File: config.mk
export PLATFORM = sky130hd
export DESIGN_NAME = uef_bank
export DESIGN_NICKNAME = d
export VERILOG_FILES = /design/src/common/uef_pkg.sv /design/src/design/uef_bank.sv
export SDC_FILE = /design/constraint.sdc
export NUM_CORES = 1
export LEC_CHECK = 0
export BUFFER_PORTS_ARGS = -buffer_cell sky130_fd_sc_hd__buf_2
export CELL_PAD_IN_SITES_DETAIL_PLACEMENT = 0
export CELL_PAD_IN_SITES_GLOBAL_PLACEMENT = 1
export CORE_UTILIZATION = 26
export CTS_CLUSTER_SIZE = 14
export DETAILED_ROUTE_END_ITERATION = 6
export HOLD_SLACK_MARGIN = 0.08
export PLACE_DENSITY_LB_ADDON = 0.1
export SYNTH_ARGS = -nofsm -noshare
export SYNTH_HDL_FRONTEND = slang
export SYNTH_SLANG_ARGS = --single-unit
File: constraint.sdc
create_clock -name mclk -period 1.4 [get_ports mclk]
set_input_delay 0.28 -clock mclk [delete_from_list [all_inputs] [get_ports mclk]]
set_output_delay 0.28 -clock mclk [all_outputs]
set_load 0.005 [all_outputs]
File: src/common/uef_pkg.sv
// package: register map, field positions and reset values of the endpoint flag / clock control bank
package uef_pkg;
    // ****************************************
    // register map (index, byte address = 4 * index)
    // ****************************************
    localparam logic [7:0]  IDX_FLAGS    = 8'h21;
    localparam logic [7:0]  IDX_CLKCTL   = 8'h22;
    localparam logic [11:0] ADDR_FLAGS   = {2'h0, IDX_FLAGS, 2'h0};
    localparam logic [11:0] ADDR_CLKCTL  = {2'h0, IDX_CLKCTL, 2'h0};

    // ****************************************
    // fields
    // ****************************************
    localparam int          NUM_EP       = 3;
    localparam int          SEL_LSB      = 0;
    localparam int          CLKGATE_BIT  = 3;
    localparam int          SECOND_SUSPEND_POWER_BIT_BIT    = 4;
    localparam int          PLLSEL_BIT   = 5;
    localparam int          XTAL_BIT     = 6;
    localparam logic [2:0]  SEL_EP0      = 3'h0;
    localparam logic [2:0]  SEL_EP1      = 3'h1;
    localparam logic [2:0]  SEL_EP2      = 3'h2;
    localparam logic [2:0]  FLAGS_RST    = 3'h0;
    localparam logic [6:0]  CLKCTL_RST   = 7'h00;
    localparam logic [6:0]  CLKCTL_MASK  = 7'h7F;
endpackage : uef_pkg

File: src/design/uef_bank.sv
// design: APB register bank with endpoint request flags and usb clock control
module uef_bank (
    input  wire logic        mclk,
    input  wire logic        rst,
    input  wire logic        psel,
    input  wire logic        penable,
    input  wire logic        pwrite,
    input  wire logic [11:0] paddr,
    input  wire logic [31:0] pwdata,
    input  wire logic [3:0]  pstrb,
    output logic      [31:0] prdata,
    output logic             pready,
    output logic             pslverr,
    input  wire logic [2:0]  epAccess,
    input  wire logic        usbIntEnable,
    input  wire logic        stackFull,
    output logic             usbIrq,
    output logic             usbClockGate,
    output logic             secondSuspendPower,
    output logic             pllClockSourceSelect,
    output logic             crystalFrequencySelect,
    output logic [2:0]       fifoSelectOneHot,
    output logic [2:0]       fifoSelectField
);
    // ****************************************
    // helpers
    // ****************************************
    // reserved codes enable nothing, so a stray select write cannot
    // steer data toward a fifo that does not exist
    function automatic logic [2:0] sel_decode(input logic [2:0] code);
        logic [2:0] hot;
        hot = 3'h0;
        case (code)
            uef_pkg::SEL_EP0: hot = 3'h1;
            uef_pkg::SEL_EP1: hot = 3'h2;
            uef_pkg::SEL_EP2: hot = 3'h4;
            default:          hot = 3'h0;
        endcase
        return hot;
    endfunction : sel_decode

    // ****************************************
    // bus decode
    // ****************************************
    logic [2:0] epFlags;
    logic [6:0] clkCtl;
    logic [2:0] next_epFlags;
    logic [6:0] next_clkCtl;
    logic [2:0] next_fifoOneHot;
    logic       next_irq;

    wire        accessPhase = psel & penable;
    wire        hitFlags    = paddr == uef_pkg::ADDR_FLAGS;
    wire        hitClk      = paddr == uef_pkg::ADDR_CLKCTL;
    wire        mapped      = hitFlags | hitClk;
    wire        wrLow       = accessPhase & pwrite & pstrb[0];
    wire        wrFlags     = wrLow & hitFlags;
    wire        wrClk       = wrLow & hitClk;
    wire [31:0] rdValue     = hitFlags ? {29'h0, epFlags} :
                              hitClk   ? {25'h0, clkCtl} : 32'h0;

    // firmware may only clear; the engine's set wins in the same cycle
    assign next_epFlags = (wrFlags ? (epFlags & pwdata[2:0]) : epFlags) | epAccess;
    assign next_clkCtl  = wrClk ? (pwdata[6:0] & uef_pkg::CLKCTL_MASK) : clkCtl;
    assign next_irq     = (|next_epFlags) & usbIntEnable & ~stackFull;

    // reserved codes decode to no endpoint at all
    wire [2:0] selCode = next_clkCtl[uef_pkg::SEL_LSB +: 3];
    assign next_fifoOneHot = sel_decode(selCode);

    // ****************************************
    // registers
    // ****************************************
    always_ff @(posedge mclk or posedge rst) begin
        if (rst) begin
            epFlags <= uef_pkg::FLAGS_RST;
            clkCtl  <= uef_pkg::CLKCTL_RST;
        end else begin
            epFlags <= next_epFlags;
            clkCtl  <= next_clkCtl;
        end
    end

    always_ff @(posedge mclk or posedge rst) begin
        if (rst) begin
            usbIrq                 <= 1'b0;
            usbClockGate           <= 1'b0;
            secondSuspendPower     <= 1'b0;
            pllClockSourceSelect   <= 1'b0;
            crystalFrequencySelect <= 1'b0;
            fifoSelectOneHot       <= 3'h1;
            fifoSelectField        <= 3'h0;
        end else begin
            usbIrq                 <= next_irq;
            usbClockGate           <= next_clkCtl[uef_pkg::CLKGATE_BIT];
            secondSuspendPower     <= next_clkCtl[uef_pkg::SECOND_SUSPEND_POWER_BIT_BIT];
            pllClockSourceSelect   <= next_clkCtl[uef_pkg::PLLSEL_BIT];
            crystalFrequencySelect <= next_clkCtl[uef_pkg::XTAL_BIT];
            fifoSelectOneHot       <= next_fifoOneHot;
            fifoSelectField        <= selCode;
        end
    end

    // answer in the first access cycle; one wait-free cycle per transfer
    always_ff @(posedge mclk or posedge rst) begin
        if (rst) begin
            prdata  <= 32'h0;
            pready  <= 1'b0;
            pslverr <= 1'b0;
        end else begin
            pready  <= psel & ~penable;
            pslverr <= psel & ~penable & ~mapped;
            prdata  <= (psel & ~penable & ~pwrite) ? rdValue : 32'h0;
        end
    end

    // ****************************************
    // checks: endpoint flags
    // ****************************************
    // each strobed endpoint shows its flag one edge later
    chk_flag_set: assert property (@(posedge mclk) disable iff (rst)
        epAccess[0] |=> epFlags[0])
        else $error("endpoint flag not set on access");

    chk_flag_one: assert property (@(posedge mclk) disable iff (rst)
        epAccess[1] |=> epFlags[1])
        else $error("endpoint one flag not set on access");

    chk_flag_two: assert property (@(posedge mclk) disable iff (rst)
        epAccess[2] |=> epFlags[2])
        else $error("endpoint two flag not set on access");

    // a clear that meets a set in the same cycle must lose
    chk_set_wins: assert property (@(posedge mclk) disable iff (rst)
        (wrFlags & ~pwdata[1] & epAccess[1]) |=> epFlags[1])
        else $error("firmware clear beat engine set");

    // a clear with no set in its way does take effect
    chk_clear_works: assert property (@(posedge mclk) disable iff (rst)
        (wrFlags & ~pwdata[0] & ~epAccess[0]) |=> ~epFlags[0])
        else $error("firmware clear of endpoint flag ignored");

    // writing a one never raises a flag on its own
    chk_write_one: assert property (@(posedge mclk) disable iff (rst)
        (wrFlags & pwdata[2] & ~epFlags[2] & ~epAccess[2]) |=> ~epFlags[2])
        else $error("firmware write raised an endpoint flag");

    // only firmware may drop a pending flag
    chk_flag_hold: assert property (@(posedge mclk) disable iff (rst)
        (epFlags[2] & ~wrFlags) |=> epFlags[2])
        else $error("flag dropped without firmware clear");

    chk_flag_quiet: assert property (@(posedge mclk) disable iff (rst)
        ((~|epAccess) & ~wrFlags) |=> $stable(epFlags))
        else $error("flags changed with no access and no write");

    // unused high bits of the flag register always read zero
    chk_upper_zero: assert property (@(posedge mclk) disable iff (rst)
        (pready & ~pwrite & hitFlags) |-> prdata[31:3] == 29'h0)
        else $error("unused flag bits read nonzero");

    // ****************************************
    // checks: interrupt request
    // ****************************************
    // registered request, judged on the flags as they will stand
    chk_irq_gate: assert property (@(posedge mclk) disable iff (rst)
        usbIrq |-> $past(usbIntEnable) & ~$past(stackFull))
        else $error("interrupt raised while disabled or stack full");

    chk_irq_raise: assert property (@(posedge mclk) disable iff (rst)
        ((|epFlags) & usbIntEnable & ~stackFull & ~wrFlags) |=> usbIrq)
        else $error("pending flag did not request interrupt");

    // a full stack or a disabled interrupt drops the request at the next edge
    chk_irq_masked: assert property (@(posedge mclk) disable iff (rst)
        (~usbIntEnable | stackFull) |=> ~usbIrq)
        else $error("interrupt requested while it cannot be taken");

    // no request without a pending endpoint behind it
    chk_irq_cause: assert property (@(posedge mclk) disable iff (rst)
        usbIrq |-> (|epFlags))
        else $error("interrupt requested with no flag pending");

    // ****************************************
    // checks: clock control
    // ****************************************
    // gate output follows a write and holds until the next one
    chk_gate_follow: assert property (@(posedge mclk) disable iff (rst)
        (wrClk & pwdata[3]) |=> usbClockGate ##1 (usbClockGate || wrClk))
        else $error("usb clock gate did not follow write");

    chk_gate_stop: assert property (@(posedge mclk) disable iff (rst)
        (wrClk & ~pwdata[3]) |=> ~usbClockGate)
        else $error("usb clock gate did not stop on write");

    // the gate pin and the stored bit must never disagree
    chk_gate_mirror: assert property (@(posedge mclk) disable iff (rst)
        usbClockGate == clkCtl[uef_pkg::CLKGATE_BIT])
        else $error("usb clock gate differs from stored bit");

    chk_pll_sel: assert property (@(posedge mclk) disable iff (rst)
        wrClk |=> pllClockSourceSelect == $past(pwdata[5]))
        else $error("clock source select mismatch");

    chk_pll_mirror: assert property (@(posedge mclk) disable iff (rst)
        pllClockSourceSelect == clkCtl[uef_pkg::PLLSEL_BIT])
        else $error("clock source select differs from stored bit");

    // power and crystal bits are plain stored levels; firmware owns their meaning
    chk_susp_mirror: assert property (@(posedge mclk) disable iff (rst)
        secondSuspendPower == clkCtl[uef_pkg::SECOND_SUSPEND_POWER_BIT_BIT])
        else $error("suspend power bit differs from stored bit");

    chk_xtal_mirror: assert property (@(posedge mclk) disable iff (rst)
        crystalFrequencySelect == clkCtl[uef_pkg::XTAL_BIT])
        else $error("crystal select differs from stored bit");

    // bit 7 is not stored and reads zero
    chk_bit7_zero: assert property (@(posedge mclk) disable iff (rst)
        (pready & ~pwrite & hitClk) |-> prdata[31:7] == 25'h0)
        else $error("unstored control bits read nonzero");

    // a write without lane 0 strobed leaves the byte untouched
    chk_strb_ignore: assert property (@(posedge mclk) disable iff (rst)
        (accessPhase & pwrite & ~pstrb[0] & hitClk) |=> $stable(clkCtl))
        else $error("unstrobed write changed clock control");

    chk_clk_hold: assert property (@(posedge mclk) disable iff (rst)
        ~wrClk |=> $stable(clkCtl))
        else $error("clock control changed without a write");

    // ****************************************
    // checks: fifo select
    // ****************************************
    chk_sel_ep0: assert property (@(posedge mclk) disable iff (rst)
        (fifoSelectField == uef_pkg::SEL_EP0) |-> fifoSelectOneHot == 3'h1)
        else $error("code zero did not select endpoint zero fifo");

    chk_sel_ep1: assert property (@(posedge mclk) disable iff (rst)
        (fifoSelectField == uef_pkg::SEL_EP1) |-> fifoSelectOneHot == 3'h2)
        else $error("code one did not select endpoint one fifo");

    chk_sel_ep2: assert property (@(posedge mclk) disable iff (rst)
        (fifoSelectField == uef_pkg::SEL_EP2) |-> fifoSelectOneHot == 3'h4)
        else $error("code two did not select endpoint two fifo");

    // at most one fifo is ever steered, none for reserved codes
    chk_sel_onehot: assert property (@(posedge mclk) disable iff (rst)
        $onehot0(fifoSelectOneHot))
        else $error("more than one fifo selected");

    chk_reserved_sel: assert property (@(posedge mclk) disable iff (rst)
        (fifoSelectField > 3'h2) |-> fifoSelectOneHot == 3'h0)
        else $error("reserved select enabled a fifo");

    // the field output always shows the stored code
    chk_sel_mirror: assert property (@(posedge mclk) disable iff (rst)
        fifoSelectField == clkCtl[uef_pkg::SEL_LSB +: 3])
        else $error("select field differs from stored code");

    // ****************************************
    // checks: reset
    // ****************************************
    // no disable here: these look at the first edge after release
    chk_reset_zero: assert property (@(posedge mclk)
        $fell(rst) |-> clkCtl == 7'h00 && fifoSelectOneHot == 3'h1)
        else $error("bank not zero after reset");

    chk_reset_flags: assert property (@(posedge mclk)
        $fell(rst) |-> epFlags == 3'h0 && !usbIrq && !usbClockGate)
        else $error("flags or request not clear after reset");

    // ****************************************
    // checks: bus handshake
    // ****************************************
    // zero wait states: ready is registered from the setup cycle
    chk_ready_setup: assert property (@(posedge mclk) disable iff (rst)
        (psel & ~penable) |=> pready)
        else $error("no ready in first access cycle");

    chk_ready_pulse: assert property (@(posedge mclk) disable iff (rst)
        pready |=> ~pready)
        else $error("ready stood longer than one cycle");

    chk_err_unmapped: assert property (@(posedge mclk) disable iff (rst)
        (psel & ~penable & ~mapped) |=> pslverr)
        else $error("unmapped access not flagged");

    chk_err_mapped: assert property (@(posedge mclk) disable iff (rst)
        (psel & ~penable & mapped) |=> ~pslverr)
        else $error("mapped access flagged as error");

    // read data is forced low outside the answer cycle
    chk_rdata_idle: assert property (@(posedge mclk) disable iff (rst)
        ~pready |-> prdata == 32'h0)
        else $error("read data not zero outside answer");

    // ****************************************
    // main scenarios
    // ****************************************
    cov_ep_irq:    cover property (@(posedge mclk) disable iff (rst) epAccess[2] ##1 usbIrq);
    cov_clear:     cover property (@(posedge mclk) disable iff (rst) epFlags[0] & wrFlags ##1 ~epFlags[0]);
    cov_reserved:  cover property (@(posedge mclk) disable iff (rst) fifoSelectField == 3'h7);
    cov_set_wins:  cover property (@(posedge mclk) disable iff (rst) wrFlags & ~pwdata[1] & epAccess[1]);
    cov_bus_error: cover property (@(posedge mclk) disable iff (rst) pready & pslverr);
endmodule : uef_bank

==> reports/results.txt, run 1 <==
Status: complete, no violations
Ys async rst share: 100%
CTS sink cnt: 23
Crit path from: paddr[8]
Reg2reg end: usbIrq
Critical Path RT: 1540 ps
Cell chain of the critical path: buf_2, nor4_4, buf_4, nand4_1, buf_6, mux2_4
Leakage: 0.879 nW
Worst path slowest cell: nor4_4
Place WS: -283 ps
Critical Path End: clkCtl[4]
Clk buf depth: 2
Synthesized flop and latch total: 23
Gp weighted congestion: 0.658
EDFF count, synth: 0
Grt ovf: 0
Most common cell in the netlist: buf_4
Commonest cells post-synth: buf_4, dfrtp_1, nor2_1, and2_1, mux2_4
R2R Setup Slk: 160 ps
Final Util: 37.1%
XOR/XNOR Fraction of Synth Area: 0%
Ratio of cells with drive above 1 in the final layout: 51.8%
Largest net degree at the start of global routing: 24
DR vias: 885
Slew Viols, Final: 0
Arr. time, crit path: 1530 ps
DP HPWL: 2010 um
IO buf count: 49
Mean Syn Cell Area: 11.9 um2
Antenna violations before repair: 0
CP Launch Type: input port
Vias/cell: 4.06
Crit path depth: 6
Std cell rows: 24
Drt pass-1 iters: 4
CTS H-tree lvls: 1
CTS tree: yes
Register area share after synthesis: 47.9%
Ant diodes: 0
Dpl cells: 209
Routed WL: 2570 um
Final hold vios: 0
Hold_ws: 199 ps
Final cell count without fillers: 218
Routed len/inst: 11.8 um
Detailed-route DRC error count: 0
Vias in the first global route: 907
Setup WS post-layout: 15.9 ps
Tcrit/Tclk final: 98.9%
Multiplexer area fraction after synthesis: 7.79%
Synth Area in Compound Gates: 7.89%
I/O pin count: 103
First-pass GRT wire length: 4240 um
Yosys cell types: 30
Post-Synth Simple-Gate Area: 19.2%
Combinational family with the most area after synthesis: simple AND/OR/NAND/NOR gates
Top cell type's share of synthesized area: 45.7%
Area Growth Syn to Fin: 35.9%
Mapped cell area: 0.00120 mm2
Antenna viol nets, final: 0
Critical path class: input port to register
CTS Buf Count: 3
Die footprint: 0.00491 mm2
Worst skew pair latency: 260 ps
Clk_skew: 3.70 ps
RR Startpoint: epFlags[1]
Power, Total: 0.00121 W
Top delay family on crit path: buffers and inverters
Min Tclk post-route: 1380 ps
Area of the core: 0.00441 mm2
Die Ht: 70.1 um
Clock transition at path regs: 80 ps
RSZ-0062 raised after global routing: true
All-Layer GR Usage: 10.9%
Die Wd: 70.1 um
Initial cell density of the core: 27.3%
Post-Synthesis Cells: 101
WP buf/inv: 3
Highest clock rate: 722 MHz
Post-Synth Adder-Cell Area: 0%
# setup viols final: 0
Worst-path fanout max: 4
Main area contributors after synthesis: dfrtp_1, buf_4, mux2_4
Reg2reg path depth: 3
CP Capture Type: register
Root Driver: clkbuf_8
Max-cap violations: 0
Ys Warns: 0
Worst min path class: input port to register
VDD IR max: 469 uV
Post-synth top area cell: dfrtp_1
Layout net count: 225
Iteration-0 DRC Markers: 40
Pwr dens: 740 mW/mm2
CP peak stage delay: 290 ps
Post-synth top flop: dfrtp_1
-- timing repair --
| item | 4_1_cts | 5_1_grt |
|---|---|---|
| resized for setup | 0 | 16 |
| endpoints found under the hold margin | 22 | 0 |
| hold buffers | 1 | 0 |
| buffers inserted | 0 | 3 |
| setup endpoints to repair | 0 | 7 |
-- metal layers --
metal | GRT usage (%) | vias to the layer above | share of wire (%)
met5 | 0 | - | 0
met4 | 2.00 | 0 | 0.58
met2 | 17.3 | 43 | 46
met3 | 3.90 | 2 | 7.7
met1 | 14.3 | 413 | 45
li1 | - | 427 | -
-- worst reg2reg max path, stage by stage (launching register included) --
cell and delay [ps]:
dfrtp_1 380, or2_2 290, o31a_1 120, o311a_1 350
-- cell families (layout without fill, tap and decap cells) --
group | after synthesis | count (layout)
multiplexers | 7 | 7
other | 1 | 25
AND/OR/NAND/NOR | 30 | 30
buffers and inverters | 29 | 70
flip-flops | 23 | 23
AO/OA/AOI/OAI | 11 | 11
-- power breakdown --
part / internal, W / switching, W
clock network: 0.000198 / 0.000203
logic: 0.0000683 / 0.0000720
registers: 0.000668 / 0.00000134
total: 0.000935 / 0.000277
-- placed cells by master, fill, tap and decap left out, drive strengths merged --
| cell | count |
|---|---|
| buf | 62 |
| conb | 25 |
| dfrtp | 22 |
| nor2 | 8 |
| mux2 | 7 |
| and2 | 5 |
| nor4b | 3 |
| or2 | 3 |
| inv | 3 |
| a22oi | 3 |
| clkbuf | 3 |
| nand2 | 2 |
| o21ai | 2 |
| nand4 | 2 |
| o31a | 2 |
| nand3 | 2 |
| nor4 | 1 |
| and4 | 1 |
| o22a | 1 |
| nor2b | 1 |
| nand4b | 1 |
| nand3b | 1 |
| o41ai | 1 |
| o311a | 1 |
| o211ai | 1 |
| clkinv | 1 |
| dfstp | 1 |
| dlygate4sd3 | 1 |
-- cell type report --
class	instances	area [um2]
tap	52	65.1
clock inverter	1	5.00
sequential	23	577
multi-input combinational	73	539
inverter	3	11.3
timing repair buffer	63	399
clock buffer	3	41.3
fill	461	2780
-- how the worst min path moves through the flow --
stage | start | slack (ps) | end | cells past startpoint
after floorplan | rst | 280 | clkCtl[0] | 1
after global placement | rst | 340 | pslverr | 3
after detailed placement | rst | 350 | pready | 3
after CTS | penable | 190 | pready | 2
after global routing | penable | 200 | pready | 2
final | penable | 200 | pready | 2
-- metrics by stage --
stage / area, um2 / TNS, ps
finish: 1640 / 0
global route: 1640 / -327
global placement: 1490 / -2640
detailed placement: 1490 / -2450
CTS: 1550 / 0
floorplan: 1310 / -495
-- sequential cells by signal, indices dropped and copies added, names as in the netlist --
| register | flops |
|---|---|
| epFlags | 3 |
| usbIrq | 1 |
| pready | 1 |
| pslverr | 1 |
| clkCtl | 7 |
| fifoSelectOneHot | 3 |
| prdata | 7 |
(Power assumes the default switching activity.)
==> inputs of run 2 (changes only) <==
CORE_MARGIN = 2   (was default)
CORE_UTILIZATION = 24   (was 26)
GPL_TIMING_DRIVEN = 0   (was default)
clock period = 1.15 ns   (was 1.4 ns; I/O delays follow)
==> reports/results.txt, run 2 (synthesis gave the netlist of run 1 again) <==
Status: finished with violations
Failing checks: negative setup slack
Dpl cells: 241
Antenna violations before repair: 0
Area of the core: 0.00479 mm2
Tcrit/Tclk final: 116%
Power, Total: 0.00155 W
Ratio of cells with drive above 1 in the final layout: 60.5%
Final cell count without fillers: 257
Slew Viols, Final: 0
Min Tclk post-route: 1340 ps
Root Driver: clkbuf_8
Detailed-route DRC error count: 0
Arr. time, crit path: 1480 ps
Worst skew pair latency: 260 ps
Setup WS post-layout: -186 ps
Vias in the first global route: 905
CTS Buf Count: 3
IO buf count: 49
Drt pass-1 iters: 4
Max-cap violations: 0
Largest net degree at the start of global routing: 24
CTS H-tree lvls: 1
Worst-path fanout max: 7
Antenna viol nets, final: 0
Clk buf depth: 2
Commonest cells after routing, fill and taps aside: buf_2, buf_4, conb_1, dfrtp_1, buf_6
# setup viols final: 11
Critical Path RT: 1300 ps
R2R Setup Slk: -100 ps
Routed WL: 2880 um
CP Capture Type: register
Pwr dens: 836 mW/mm2
Clock transition at path regs: 80 ps
Die footprint: 0.00560 mm2
Highest clock rate: 749 MHz
Iteration-0 DRC Markers: 19
Worst-Margin Slew: 872 ps
Std cell rows: 25
Grt ovf: 0
RSZ-0062 raised after global routing: true
Ant diodes: 0
Vias/cell: 3.62
Layout net count: 249
Final hold vios: 0
Layout fillers: 490
First-pass GRT wire length: 4170 um
CTS sink cnt: 23
Routed len/inst: 11.2 um
VDD IR max: 393 uV
Clk_skew: 0.857 ps
Commonest non-fill, non-tap cell in the layout: buf_2
Worst min path class: input port to async pin
Area Growth Syn to Fin: 53.4%
DP HPWL: 2170 um
Initial cell density of the core: 25.2%
Gp weighted congestion: 0.663
Leakage: 1.01 nW
Hold_ws: 141 ps
Slew HR: 41.8%
Die Ht: 74.9 um
I/O pin count: 103
All-Layer GR Usage: 9.76%
CP Launch Type: input port
Biggest registers after layout: clkCtl: 7 flops, prdata: 7 flops
CTS tree: yes
Die Wd: 74.9 um
DR vias: 930
Critical path class: input port to register
-- run 2: layout make-up --
| type | instances | area (um2) | area share, % |
|---|---|---|---|
| buffer | 26 | 199 | 10.8 |
| clock buffer | 4 | 45.0 | 2.44 |
| inverter | 3 | 11.3 | 0.609 |
| multi-input combinational | 73 | 553 | 29.9 |
| sequential | 23 | 578 | 31.3 |
| tap | 67 | 83.8 | 4.54 |
| timing repair buffer | 61 | 378 | 20.4 |
-- run 2: per-stage QoR --
step / setup WS (ps) / utilization [%] / cell area [um2] / setup TNS, ps
after global placement: -689 / 34.5 / 1650 / -8400
final: -186 / 38.6 / 1850 / -1740
after global routing: -264 / 38.6 / 1850 / -2500
after CTS: -182 / 37.6 / 1800 / -759
after floorplan: -303 / - / 1320 / -2410
after detailed placement: -692 / 34.5 / 1650 / -8590
-- run 2: report_power, final --
part | internal, W | total (W) | switching, W
Combinational | 0.000130 | 0.000231 | 0.000101
Clock | 0.000247 | 0.000499 | 0.000252
Sequential | 0.000814 | 0.000815 | 0.00000146
Total | 0.00119 | 0.00155 | 0.000355
-- run 2: worst max-delay path, cell delays in order --
cell	delay, ps
buf_6	100
nor4_4	340
buf_4	170
nand4_1	150
buf_6	200
mux2_4	290
-- run 2: timing repair --
item / 4_1_cts / 5_1_grt
gates resized for setup: 11 / 5
hold buffers: 0 / 0
pin swaps: 8 / 9
setup endpoints to repair: 15 / 18
setup buffers: 8 / 4
-- run 2: final timing paths --
path | start | end | cells past startpoint
max | paddr[10] | clkCtl[1] | 6
min reg2reg | clkCtl[5] | prdata[5] | 1
min in group mclk | penable | pready | 2
max in group asynchronous | rst | clkCtl[0] | 2
min | rst | clkCtl[6] | 2
max reg2reg | epFlags[1] | usbIrq | 3
-- run 2: per-layer routing --
metal,track usage (%),wire (um),share of wire [%]
met5,0,0,0
met4,3.97,37,1.3
met3,2.54,234,8.1
met2,16.3,1470,51
met1,12.0,1130,39
